===== src/hdl/msu_pkg.sv =====
/*
  Shared constants and types of the microcore shift unit: opcode patterns,
  operand field positions, the shift-kind enumeration and reset values.
  Assumes a 16-bit instruction word and 16-bit arithmetic registers.
*/
package msu_pkg;

  localparam int unsigned WORD_W    = 16;
  localparam int unsigned WIDE_W    = 32;
  localparam int unsigned SEL_W     = 3;
  localparam int unsigned LIT_W     = 4;

  // Operand field positions
  localparam int unsigned FIRST_LSB  = 0;
  localparam int unsigned SECOND_LSB = 3;
  localparam int unsigned LIT_LSB    = 3;
  localparam int unsigned WIDE_LSB   = 3;

  // Fixed distance of the byte shifts
  localparam logic [4:0] BYTE_DIST = 5'h08;

  // Opcode patterns (upper bits of the instruction word; the wide tail matches bits 2:0)
  localparam logic [9:0]  OPC_WIDE_R_REG = 10'h0e4;
  localparam logic [8:0]  OPC_WIDE_R_LIT = 9'h070;
  localparam logic [2:0]  OPC_WIDE_TAIL  = 3'h5;
  localparam logic [9:0]  OPC_SHL_REG    = 10'h0ba;
  localparam logic [12:0] OPC_SHL_BYTE   = 13'h05df;
  localparam logic [8:0]  OPC_SHL_LIT    = 9'h05a;
  localparam logic [9:0]  OPC_SHLS_REG   = 10'h0b8;
  localparam logic [8:0]  OPC_SHLS_LIT   = 9'h058;
  localparam logic [9:0]  OPC_SHR_REG    = 10'h0b9;
  localparam logic [12:0] OPC_SHR_BYTE   = 13'h05de;
  localparam logic [8:0]  OPC_SHR_LIT    = 9'h059;
  localparam logic [9:0]  OPC_SHRS_REG   = 10'h0b7;

  // Reset values
  localparam logic [15:0] RST_WORD  = 16'h0000;
  localparam logic [31:0] RST_WIDE  = 32'h0000_0000;
  localparam logic [15:0] RST_COUNT = 16'h0000;

  typedef enum logic [2:0] {
    MSU_DIR_NONE,
    MSU_DIR_LEFT,
    MSU_DIR_LEFT_SIGNED,
    MSU_DIR_RIGHT,
    MSU_DIR_RIGHT_SIGNED,
    MSU_DIR_WIDE_RIGHT
  } msu_dir_e;

endpackage


===== src/hdl/msu_decode.sv =====
/*
  Instruction decoder of the shift unit: classifies a 16-bit word into a
  shift direction, count source and operand selects.
  Assumes the word is stable while it is decoded; purely combinational.
*/
`timescale 1ns/1ps
module msu_decode
  import msu_pkg::*;
(
  // Instruction
  input  wire logic [WORD_W-1:0] instr,
  // Classification
  output msu_dir_e               dir,
  output logic                   count_is_reg,
  output logic                   count_is_byte,
  output logic [SEL_W-1:0]       target_sel,
  output logic [SEL_W-1:0]       count_sel,
  output logic [LIT_W-1:0]       literal
);

  wire is_wide_reg = (instr[15:6] == OPC_WIDE_R_REG) && (instr[2:0] == OPC_WIDE_TAIL);
  wire is_wide_lit = (instr[15:7] == OPC_WIDE_R_LIT) && (instr[2:0] == OPC_WIDE_TAIL);
  wire is_shl_reg  = instr[15:6] == OPC_SHL_REG;
  wire is_shl_byte = instr[15:3] == OPC_SHL_BYTE;
  wire is_shl_lit  = instr[15:7] == OPC_SHL_LIT;
  wire is_shls_reg = instr[15:6] == OPC_SHLS_REG;
  wire is_shls_lit = instr[15:7] == OPC_SHLS_LIT;
  wire is_shr_reg  = instr[15:6] == OPC_SHR_REG;
  wire is_shr_byte = instr[15:3] == OPC_SHR_BYTE;
  wire is_shr_lit  = instr[15:7] == OPC_SHR_LIT;
  wire is_shrs_reg = instr[15:6] == OPC_SHRS_REG;

  assign dir = (is_wide_reg || is_wide_lit)              ? MSU_DIR_WIDE_RIGHT   :
               (is_shl_reg || is_shl_byte || is_shl_lit) ? MSU_DIR_LEFT         :
               (is_shls_reg || is_shls_lit)              ? MSU_DIR_LEFT_SIGNED  :
               (is_shr_reg || is_shr_byte || is_shr_lit) ? MSU_DIR_RIGHT        :
               is_shrs_reg                               ? MSU_DIR_RIGHT_SIGNED :
                                                           MSU_DIR_NONE;

  assign count_is_reg  = is_wide_reg || is_shl_reg || is_shls_reg || is_shr_reg || is_shrs_reg;
  assign count_is_byte = is_shl_byte || is_shr_byte;
  // Selects come only from the 3-bit arithmetic register subset
  assign target_sel    = instr[FIRST_LSB +: SEL_W];
  assign count_sel     = is_wide_reg ? instr[WIDE_LSB +: SEL_W] : instr[SECOND_LSB +: SEL_W];
  assign literal       = instr[LIT_LSB +: LIT_W];

endmodule // msu_decode


===== src/hdl/msu_shift_unit.sv =====
/*
  Shift execution unit of a microcore: logical, arithmetic and byte shifts
  of 16-bit arithmetic registers, and right shifts of the 32-bit product
  pair, one position per core clock (byte shifts eight at once), with condition flag updates.
  Assumes a register set whose read data follow the select by one cycle,
  and a condition register that takes each flag on its write strobe.
*/
`timescale 1ns/1ps

// Behaviour
// - Product pair is high half above low half, 32 bits total.
// - Wide right-by-register shifts product pair by the selected register value.
// - Wide right-by-literal shifts product pair by the 4-bit literal.
// - Variable shifts spend one core cycle per shift position.
// - Right shifts update the shift-out and precision-loss flags.
// - Left shifts update the shift-out and overflow flags.
// - Left-by-register shifts first operand by second operand value.
// - Left-by-byte shifts first operand left by exactly eight.
// - Both byte shifts finish their shifting in one core cycle.
// - Left-by-literal shifts first operand left by the 4-bit literal.
// - Signed shifts keep the sign bit unchanged.
// - Signed-left-by-register decoded from its own ten-bit opcode.
// - Signed-left-by-literal decoded from its own nine-bit opcode.
// - Right-by-register shifts first operand by second operand value.
// - Right-by-byte shifts first operand right by exactly eight.
// - Right-by-literal shifts first operand right by the 4-bit literal.
// - Signed-right-by-register shifts arithmetically by second operand value.
// - Register operands from arithmetic register subset; literals from 4-bit field.
module msu_shift_unit
  import msu_pkg::*;
#(
  parameter int unsigned REG_SEL_W = SEL_W
)
(
  // Clock and reset
  input  wire logic                 clk,
  input  wire logic                 rst,
  // Instruction handshake
  input  wire logic [WORD_W-1:0]    instr,
  input  wire logic                 instr_valid,
  output logic                      instr_ready,
  output logic                      instr_unknown,
  output logic                      done,
  // Arithmetic register set, read
  output logic [REG_SEL_W-1:0]      rd_sel_target,
  output logic [REG_SEL_W-1:0]      rd_sel_count,
  input  wire logic [WORD_W-1:0]    rd_data_target,
  input  wire logic [WORD_W-1:0]    rd_data_count,
  // Arithmetic register set, write
  output logic                      wr_en,
  output logic [REG_SEL_W-1:0]      wr_sel,
  output logic [WORD_W-1:0]         wr_data,
  // Product pair
  input  wire logic [WORD_W-1:0]    product_high_half_in,
  input  wire logic [WORD_W-1:0]    product_low_half_in,
  output logic                      product_wr_en,
  output logic [WORD_W-1:0]         product_high_half,
  output logic [WORD_W-1:0]         product_low_half,
  // Condition flags
  output logic                      flags_wr_right,
  output logic                      flags_wr_left,
  output logic                      bit_out_flag,
  output logic                      precision_loss_flag,
  output logic                      overflow_flag_shift
);

  typedef enum logic [2:0] {
    MSU_ST_IDLE,
    MSU_ST_READ,
    MSU_ST_LOAD,
    MSU_ST_SHIFT,
    MSU_ST_WRITE
  } msu_state_e;

  // One shift step: returns {overflow, loss, bit out, value}
  function automatic logic [WIDE_W+2:0] msu_step(input msu_dir_e d, input logic [WIDE_W-1:0] v);
    logic [WIDE_W-1:0] nv;
    logic              out_bit;
    logic              loss;
    logic              ovf;
    nv      = v;
    out_bit = 1'b0;
    loss    = 1'b0;
    ovf     = 1'b0;
    case (d)
      MSU_DIR_LEFT:
      begin
        out_bit = v[WORD_W-1];
        ovf     = v[WORD_W-1];
        nv      = {16'h0000, v[WORD_W-2:0], 1'b0};
      end
      MSU_DIR_LEFT_SIGNED:
      begin
        // Magnitude bit leaving next to the sign differs from it: overflow
        out_bit = v[WORD_W-2];
        ovf     = v[WORD_W-2] ^ v[WORD_W-1];
        nv      = {16'h0000, v[WORD_W-1], v[WORD_W-3:0], 1'b0};
      end
      MSU_DIR_RIGHT:
      begin
        out_bit = v[0];
        loss    = v[0];
        nv      = {17'h00000, v[WORD_W-1:1]};
      end
      MSU_DIR_RIGHT_SIGNED:
      begin
        out_bit = v[0];
        loss    = v[0];
        nv      = {16'h0000, v[WORD_W-1], v[WORD_W-1:1]};
      end
      MSU_DIR_WIDE_RIGHT:
      begin
        out_bit = v[0];
        loss    = v[0];
        nv      = {1'b0, v[WIDE_W-1:1]};
      end
      default:
      begin
        nv = v;
      end
    endcase
    return {ovf, loss, out_bit, nv};
  endfunction

  msu_state_e         state;
  msu_state_e         next_state;
  msu_dir_e           dir;
  logic               count_is_reg;
  logic               count_is_byte;
  logic [SEL_W-1:0]   dec_target;
  logic [SEL_W-1:0]   dec_count;
  logic [LIT_W-1:0]   dec_literal;

  msu_dir_e           op_dir;
  logic               op_by_reg;
  logic               op_by_byte;
  logic [SEL_W-1:0]   op_target;
  logic [SEL_W-1:0]   op_count_sel;
  logic [LIT_W-1:0]   op_literal;
  logic [WIDE_W-1:0]  work;
  logic [WORD_W-1:0]  remaining;
  logic               acc_out;
  logic               acc_loss;
  logic               acc_ovf;

  msu_decode u_decode (
    .instr         (instr),
    .dir           (dir),
    .count_is_reg  (count_is_reg),
    .count_is_byte (count_is_byte),
    .target_sel    (dec_target),
    .count_sel     (dec_count),
    .literal       (dec_literal)
  );

  // Handshake and decode outcome
  wire accept       = (state == MSU_ST_IDLE) && instr_valid && (dir != MSU_DIR_NONE);
  wire op_is_wide   = op_dir == MSU_DIR_WIDE_RIGHT;
  wire op_is_right  = (op_dir == MSU_DIR_RIGHT) || (op_dir == MSU_DIR_RIGHT_SIGNED) || op_is_wide;

  assign instr_ready   = state == MSU_ST_IDLE;
  assign instr_unknown = (state == MSU_ST_IDLE) && instr_valid && (dir == MSU_DIR_NONE);
  assign rd_sel_target = REG_SEL_W'(op_target);
  assign rd_sel_count  = REG_SEL_W'(op_count_sel);

  // Count seen at load: register value, else the 4-bit literal field, which byte shifts ignore
  wire [WORD_W-1:0] load_count = op_by_reg ? rd_data_count :
                                 {12'h000, op_literal};

  // Product pair as one 32-bit operand, high half on top
  wire [WIDE_W-1:0] load_value = op_is_wide ? {product_high_half_in, product_low_half_in} :
                                              {16'h0000, rd_data_target};

  // One position per cycle for variable shifts
  wire [WIDE_W+2:0] step_res = msu_step(op_dir, work);

  // Byte shifts in a single step, eight positions at once
  wire [WORD_W-1:0] byte_val   = work[WORD_W-1:0];
  wire [WORD_W-1:0] byte_left  = {byte_val[7:0], 8'h00};
  wire [WORD_W-1:0] byte_right = {8'h00, byte_val[15:8]};
  wire              byte_out   = op_is_right ? byte_val[7] : byte_val[8];
  wire              byte_lost  = op_is_right ? (|byte_val[7:0]) : (|byte_val[15:8]);

  wire shift_last = (remaining == 16'h0001);

  always_comb
  begin
    next_state = state;
    case (state)
      MSU_ST_IDLE:
      begin
        if (accept)
        begin
          next_state = MSU_ST_READ;
        end
      end
      MSU_ST_READ:
      begin
        next_state = MSU_ST_LOAD;
      end
      MSU_ST_LOAD:
      begin
        // A zero count performs no shift step at all
        if (op_by_byte || (load_count != 16'h0000))
        begin
          next_state = MSU_ST_SHIFT;
        end
        else
        begin
          next_state = MSU_ST_WRITE;
        end
      end
      MSU_ST_SHIFT:
      begin
        if (op_by_byte || shift_last)
        begin
          next_state = MSU_ST_WRITE;
        end
      end
      MSU_ST_WRITE:
      begin
        next_state = MSU_ST_IDLE;
      end
      default:
      begin
        next_state = MSU_ST_IDLE;
      end
    endcase
  end

  always_ff @(posedge clk or posedge rst)
  begin
    if (rst)
    begin
      state <= MSU_ST_IDLE;
    end
    else
    begin
      state <= next_state;
    end
  end

  // Instruction fields held for the whole execution
  always_ff @(posedge clk or posedge rst)
  begin
    if (rst)
    begin
      op_dir       <= MSU_DIR_NONE;
      op_by_reg    <= 1'b0;
      op_by_byte   <= 1'b0;
      op_target    <= '0;
      op_count_sel <= '0;
      op_literal   <= '0;
    end
    else if (accept)
    begin
      op_dir       <= dir;
      op_by_reg    <= count_is_reg;
      op_by_byte   <= count_is_byte;
      op_target    <= dec_target;
      op_count_sel <= dec_count;
      op_literal   <= dec_literal;
    end
  end

  // Working value, remaining count and flag accumulators
  always_ff @(posedge clk or posedge rst)
  begin
    if (rst)
    begin
      work      <= RST_WIDE;
      remaining <= RST_COUNT;
      acc_out   <= 1'b0;
      acc_loss  <= 1'b0;
      acc_ovf   <= 1'b0;
    end
    else if (state == MSU_ST_LOAD)
    begin
      work      <= load_value;
      remaining <= load_count;
      acc_out   <= 1'b0;
      acc_loss  <= 1'b0;
      acc_ovf   <= 1'b0;
    end
    else if ((state == MSU_ST_SHIFT) && op_by_byte)
    begin
      work     <= {16'h0000, op_is_right ? byte_right : byte_left};
      acc_out  <= byte_out;
      acc_loss <= op_is_right & byte_lost;
      acc_ovf  <= ~op_is_right & byte_lost;
    end
    else if (state == MSU_ST_SHIFT)
    begin
      work      <= step_res[WIDE_W-1:0];
      remaining <= remaining - 16'h0001;
      acc_out   <= step_res[WIDE_W];
      acc_loss  <= acc_loss | step_res[WIDE_W+1];
      acc_ovf   <= acc_ovf | step_res[WIDE_W+2];
    end
  end

  // Value and flags that the shift state produces in its final cycle
  wire [WIDE_W-1:0] fin_wide   = op_by_byte ? {16'h0000, op_is_right ? byte_right : byte_left} :
                                              step_res[WIDE_W-1:0];
  wire              fin_out    = op_by_byte ? byte_out : step_res[WIDE_W];
  wire              fin_loss   = op_is_right & (op_by_byte ? byte_lost : (acc_loss | step_res[WIDE_W+1]));
  wire              fin_ovf    = ~op_is_right & (op_by_byte ? byte_lost : (acc_ovf | step_res[WIDE_W+2]));
  // Zero count skips the shift state; work is not loaded yet, so use the load value
  wire              from_shift = state == MSU_ST_SHIFT;
  wire [WIDE_W-1:0] res_wide   = from_shift ? fin_wide : load_value;

  // Results and flags, written in the completion cycle
  always_ff @(posedge clk or posedge rst)
  begin
    if (rst)
    begin
      wr_sel              <= '0;
      wr_data             <= RST_WORD;
      product_high_half   <= RST_WORD;
      product_low_half    <= RST_WORD;
      bit_out_flag        <= 1'b0;
      precision_loss_flag <= 1'b0;
      overflow_flag_shift <= 1'b0;
    end
    else if (next_state == MSU_ST_WRITE)
    begin
      wr_sel              <= REG_SEL_W'(op_target);
      wr_data             <= res_wide[WORD_W-1:0];
      product_high_half   <= res_wide[WIDE_W-1:WORD_W];
      product_low_half    <= res_wide[WORD_W-1:0];
      bit_out_flag        <= from_shift & fin_out;
      precision_loss_flag <= from_shift & fin_loss;
      overflow_flag_shift <= from_shift & fin_ovf;
    end
  end

  // Write strobes in the single completion cycle
  wire in_write = state == MSU_ST_WRITE;

  assign done           = in_write;
  assign wr_en          = in_write && !op_is_wide;
  assign product_wr_en  = in_write && op_is_wide;
  assign flags_wr_right = in_write && op_is_right;
  assign flags_wr_left  = in_write && !op_is_right;

endmodule // msu_shift_unit


===== config.mk =====
export PLATFORM = sky130hd
export DESIGN_NAME = msu_shift_unit
export DESIGN_NICKNAME = d
export VERILOG_FILES = /design/src/hdl/msu_pkg.sv /design/src/hdl/msu_decode.sv /design/src/hdl/msu_shift_unit.sv
export SDC_FILE = /design/constraint.sdc
export NUM_CORES = 1
export LEC_CHECK = 0
export CAP_MARGIN = 15
export CORE_ASPECT_RATIO = 0.8
export CORE_MARGIN = 2
export CORE_UTILIZATION = 70
export CTS_CLUSTER_DIAMETER = 80
export CTS_CLUSTER_SIZE = 30
export DETAILED_ROUTE_END_ITERATION = 10
export DONT_BUFFER_PORTS = 1
export PLACE_DENSITY = 0.86
export SLEW_MARGIN = 25
export SYNTH_ARGS = -nofsm -noshare
export SYNTH_HDL_FRONTEND = slang
export SYNTH_SLANG_ARGS = --single-unit

===== constraint.sdc =====
create_clock -name clk -period 5.7 [get_ports clk]
set_input_delay 1.14 -clock clk [delete_from_list [all_inputs] [get_ports clk]]
set_output_delay 1.14 -clock clk [all_outputs]
set_load 0.01 [all_outputs]

# Word level (Yosys, flattened, before mapping)
# Index checks and enable logic that the tools add are counted.
classes:
  addsub: 1
  div: 0
  n_reduce_logical: 37
  n_mux: 35
  n_shift: 0
  eq_ne: 24
  bitwise: 11
  mul: 0
  order_cmp: 0
ops:
  columns: ["op", "n"]
  rows:
  - ["$mux 32", 6]
  - ["$pmux 32 s5", 1]
  - ["$mux 16", 5]
  - ["$eq 10x8->1 const B", 5]
  - ["$eq 9x7->1 const B", 4]
  - ["$eq 13x11->1 const B", 2]
  - ["$mux 3", 8]
  - ["$eq 16x1->1 const B", 1]
  - ["$reduce_bool 16->1", 1]
  - ["$reduce_or 8->1", 2]
  - ["$sub 16x1->16 const B", 1]
  - ["$eq 3x3->1 const B", 5]
  - ["$logic_or 1x1->1", 15]
  - ["$eq 3x2->1 const B", 4]
  - ["$mux 1", 12]
  - ["$pmux 3 s4", 1]
  - ["$logic_and 1x1->1", 10]
  - ["$and 1x1->1", 7]
  - ["$eq 3x1->1 const B", 2]
  - ["$logic_not 3->1", 2]
  - ["$reduce_bool 3->1", 2]
  - ["$pmux 1 s3", 1]
  - ["$reduce_or 3->1", 1]
  - ["$logic_not 1->1", 2]
  - ["other kinds (7)", 8]
word_totals:
  elab_cells: 125
  latchBits: 0
  output_inout_bits: 67
  romBits: 0
  inputBits: 83
  regBits: 106
  mem_bits_rw: 0
  n_memories: 0

# Longest topological paths before layout
logic_depth:
  word_depth: 12
  ltp_mapped: 9
  ltp_nobuf: 7

# Cells and area by module
# From an unflattened synthesis, not the netlist that was laid out.
hier_totals:
  cells_unflattened: 836
  area_unflattened_um2: 7365.8
modules_own_cells:
  columns: ["mod", "cells_per_inst", "n_inst", "area_per_inst_um2", "seq_area_each_um2"]
  rows:
  - ["msu_shift_unit", 794, 1, 7063.0, 2652.5]
  - ["msu_decode", 42, 1, 302.8, 0.0]

# Worst setup path after synthesis
# OpenSTA, ideal clock, no wires.
synth_path:
  path_type: "input to output"
  from: "input instr[9]"
  to: "output instr_unknown"
  path_stages: 5
  path_buffers: 1
  slack_ns: 2.605
  t_required_ns: 4.560
  t_arrival_ns: 1.955
  path_cell_list: "clkbuf_2 and4bb_2 nand4_1 o211ai_1 nor2_1"
synth_between:
  elab_chain_cells: 9
  elab_cells_between_ends: 26
  classes_between: "11 x eq/ne; 5 x mux; 10 x reduce/logical"
synth_lines:
  columns: ["item", "line_no", "source"]
  rows:
  - ["start, declared", "msu_shift_unit.sv:39", "input wire logic [WORD_W-1:0] instr,"]
  - ["$eq 13x11->1 or $eq 10x8->1 (tied branches)", "msu_decode.sv:29, msu_decode.sv:28", null]
  - ["$logic_or 1x1->1 (2 in a row)", "msu_decode.sv:36", "(is_shr_reg || is_shr_byte || is_shr_lit) ? MSU_DIR_RIGHT :"]
  - ["$mux 3", "msu_decode.sv:36", null]
  - ["$mux 3", "msu_decode.sv:35", "(is_shls_reg || is_shls_lit) ? MSU_DIR_LEFT_SIGNED :"]
  - ["$mux 3", "msu_decode.sv:34", "(is_shl_reg || is_shl_byte || is_shl_lit) ? MSU_DIR_LEFT :"]
  - ["$mux 3 (*)", "msu_decode.sv:33", "assign dir = (is_wide_reg || is_wide_lit) ? MSU_DIR_WIDE_RIGHT :"]
  - ["$logic_not 3->1 (*)", "msu_shift_unit.sv:162", "assign instr_unknown = (state == MSU_ST_IDLE) && instr_valid && (dir == MSU_DIR_NONE);"]
  - ["$logic_and 1x1->1 (*)", "msu_shift_unit.sv:162", null]
  - ["end, declared", "msu_shift_unit.sv:42", "output logic instr_unknown,"]
# Mark *: on every way between the ends. The rest lies on a longest branch, timed or not.

# Worst setup path in the final report
layout_path:
  from: "register op_dir[2]"
  to: "output wr_en"
layout_between:
  elab_chain_cells: 3
layout_lines:
  columns: ["item", "line_no", "source"]
  rows:
  - ["start, declared", "msu_shift_unit.sv:134", "msu_dir_e op_dir;"]
  - ["start signal, assigned", "msu_shift_unit.sv:257", "op_dir <= dir;"]
  - ["$eq 3x3->1", "msu_shift_unit.sv:158", "wire op_is_wide = op_dir == MSU_DIR_WIDE_RIGHT;"]
  - ["$logic_not 1->1", "msu_shift_unit.sv:341", "assign wr_en = in_write && !op_is_wide;"]
  - ["$logic_and 1x1->1", "msu_shift_unit.sv:341", null]
  - ["end, declared", "msu_shift_unit.sv:50", "output logic wr_en,"]
# Every way passes these cells.

==> summary.txt <==
Power and ir drop
  • Pint: 0.00152 W
  • Sw frac: 0.368
  • Sequential share of power: 0.496
  • Worst vdd ir: 213 uV
  • Leakage: 2.95 nW
  • Clock power frac: 0.270
  • Pwr dens: ~350 nW/um^2
  • Net Sw Power: 0.000883 W
  • Gate power share: 0.234

Clock network
  • CTS tree: built
  • Sinks on Clock Net: 103
  • Post-CTS setup buffer count: 0
  • Clock root cell: clkbuf_16
  • Post-cts resize count: 0
  • Maximum clock path buffer count: 2
  • Total CTS buffers: 9
  • Clk pin slew, worst setup/hold paths: 0.07 ns
  • Worst-skew pair later-pin latency: 0.36 ns
  • Htree depth: 3
  • Post-cts hold buffer count: 0

Finish
  • Final antenna diode count: 0
  • Finished Cell Area: between 6000 and 7000 sq um
  • Layout area overhead: 1.67%
  • Fin cells: 792
  • Most flops, register: work
  • Final Core Density: 0.726
  • Max reg flops: 32
  • Ratio of cells with drive above 1 in the final layout: 0.144
  • Post-layout nets: 754

Placed design
  • Gpl congestion: 0.968
  • IO buf count: 0
  • HPWL Detailed: about 12 mm
  • Dpl cells: between 700 and 800
  • Area after DPL: 6640 sq um

Routing
  • Vias after detailed routing: 5794
  • Met2 Wirelength: just over 8 mm
  • Routed len/inst: 22.7 um
  • WL met3: between 1.5 and 2 mm
  • Initial DRC count: a little over 700
  • Vias per cell: 7.32
  • First-pass DRT Iterations: 5
  • Residual DRC count: 0
  • Post-route antenna net violation count: 0
  • Highest metal used: met4
  • Post-Route WL: 18.0 mm
  • Met1 WL: between 7 and 8 mm

Yosys
  • Main synth FF type: dfrtp_1
  • Seq/Total Area, Yosys: 0.377
  • Synthesis-stage register bit count: 103
  • Post-synthesis async set-or-reset flop share: 1.00
  • Synthesized cell area: between 6000 and 7000 sq um
  • Syn_area_per_cell: 9.41 sq um
  • Post-synth EDFFs: 0
  • Post-synthesis cell type count: 76
  • Ys Warns: 0
  • Synth Instances: 727
  • Syn nets: 813

Setup path
  • CP Cell Sequence: nor2b_1 > and2_1 > nor2_1
  • CP max-delay cell: dfrtp_1
  • Critical path required time: 4.56 ns
  • R2r worst-path depth: 6
  • Crit path launch type: register
  • Largest fanout on the critical path: 30
  • Crit path DAT: about 2.7 ns
  • Worst Path Class, Setup: register to output port
  • Stages on worst setup path: 3
  • Family with the most delay on the worst path: simple AND/OR/NAND/NOR gates
  • Crit path buf inv count: 0
  • Endpoint class of the critical path: output port
  • Critical Path Max Stage Delay: 0.92 ns

Global route
  • Overall Global Routing Usage: 0.351
  • Initial antenna violation count: 0
  • Largest net degree at the start of global routing: 72
  • Global-route wire length before repair: 29.0 mm
  • Number of global-route vias before repair: about 5600
  • GRT overflow: 0

Timing
  • Highest clock rate: 0.261 GHz
  • Hold Vio Cnt, Final: 0
  • # setup viols final: 0
  • Worst-Margin Slew: just under 1 ns
  • Slew HR: 0.356
  • Setup Total Neg Slack: 0 ns
  • Final period util: 0.671
  • Hold WS: just over 0.5 ns
  • Minimum clock period: 3.82 ns
  • Clock skew: approximately 0.0073 ns
  • Unrepaired setup endpoints after global routing: no
  • Max-slew violations: 0

Floorplanning
  • Die Footprint: about 11000 sq um
  • Die width: around 110 um
  • # rows: 32
  • Top Ports: 150
  • Die Span Y: 92.4 um
  • Core Region: 9570 sq um
  • Starting Density: 0.715

Run status
  • Status: finished clean

Flow run
  • Max-cap violations: 0

Worst hold path
  • Worst hold path depth: 2
  • Hold Crit Class: register to register
## routing by layer
| metal | global-route usage | vias up |
|---|---|---|
| met3 | 0.103 | 40 |
| met1 | 0.484 | 2844 |
| met2 | 0.529 | 327 |
| met4 | 0.127 | 0 |
| met5 | 0 | - |
| li1 | - | 2583 |
## worst register-to-register path, stage by stage (launching register included)
cell and delay (ns):
dfrtp_1 0.81, buf_4 0.37, nand3b_1 0.59, nor4_2 0.96, a2bb2oi_1 0.19, nor2_1 0.17
mux2_2 0.17
## area by class of cell
type                       count  area (sq um)
clock inverter                 5          63.8
fill                         752          2620
timing repair buffer           9          67.6
tap                          119           149
sequential                   103          2580
clock buffer                  11           243
inverter                      17          66.3
multi-input combinational    528          3780
## power by group through the flow
stage	Combinational [W]	Clock, W	Sequential, W
after floorplan	0.000593	0	0.00106
after global placement	0.000521	0	0.00118
after detailed placement	0.000553	0	0.00119
after CTS	0.000556	0.000652	0.00118
after global routing	0.000638	0.000680	0.00122
final	0.000562	0.000647	0.00119
## synth_stat cells (4+ instances only)
| cell | n | area share |
|---|---|---|
| a21oi_1 | 42 | 0.031 |
| a221oi_1 | 19 | 0.024 |
| a22o_1 | 34 | 0.044 |
| a22oi_1 | 16 | 0.018 |
| a31oi_1 | 11 | 0.010 |
| a32oi_1 | 13 | 0.017 |
| and2_1 | 5 | 0.0046 |
| buf_1 | 5 | 0.0027 |
| buf_2 | 15 | 0.011 |
| buf_4 | 23 | 0.025 |
| clkbuf_1 | 32 | 0.018 |
| dfrtp_1 | 103 | 0.38 |
| inv_1 | 16 | 0.0088 |
| mux2_2 | 46 | 0.076 |
| mux2_4 | 7 | 0.015 |
| mux2i_1 | 51 | 0.075 |
| nand2_1 | 42 | 0.023 |
| nand2b_1 | 8 | 0.0073 |
| nand3_1 | 15 | 0.011 |
| nor2_1 | 76 | 0.042 |
| nor2b_1 | 8 | 0.0073 |
| nor3_1 | 7 | 0.0051 |
| nor4_1 | 7 | 0.0064 |
| o21ai_0 | 37 | 0.027 |
| o2bb2ai_1 | 4 | 0.0051 |
## path summary, 6_finish.rpt
path | slack [ns] | start | end
worst max-delay path | 1.88 | op_dir[2]$_DFFE_PP0P_ | wr_en
worst min-delay path | 0.51 | acc_ovf$_DFFE_PP0P_ | acc_ovf$_DFFE_PP0P_
worst max register to register | 2.39 | state[0]$_DFF_PP0_ | overflow_flag_shift$_DFFE_PP0N_
worst min register to register | 0.51 | acc_ovf$_DFFE_PP0P_ | acc_ovf$_DFFE_PP0P_
max in group asynchronous | 3.87 | rst | product_low_half[10]$_DFFE_PP0N_
min in group asynchronous | 0.84 | rst | wr_sel[1]$_DFFE_PP0N_
## placed cells by master (no fill, tap or decap), types with 8 or more instances in the layout
cell,synthesis,final
nand3_1,15,15
clkbuf_16,0,9
inv_1,16,15
dfrtp_1,103,103
mux2_2,46,46
a31oi_1,11,11
buf_4,23,9
a221oi_1,19,19
a32oi_1,13,13
o21ai_0,37,37
nand2b_1,8,8
a21oi_1,42,42
mux2i_1,51,51
nor2_1,76,75
a22o_1,34,34
a22oi_1,16,16
nand2_1,42,42
## per-stage QoR
step | setup WS, ns | power [W]
floorplan | 1.86 | 0.00165
global placement | 2.41 | 0.00170
detailed placement | 2.30 | 0.00175
CTS | 1.91 | 0.00239
global route | 1.68 | 0.00254
finish | 1.88 | 0.00240
## cells by family after synthesis
group,Yosys count,share of synthesized area
adder cells (fa/ha/maj),3,0.00549
XOR/XNOR,3,0.00384
AND/OR/NAND/NOR,202,0.151
AO/OA/AOI/OAI,216,0.225
multiplexers,104,0.166
buffers and inverters,96,0.0721
flip-flops,103,0.377
No activity file was read; power rests on OpenSTA's default activity.
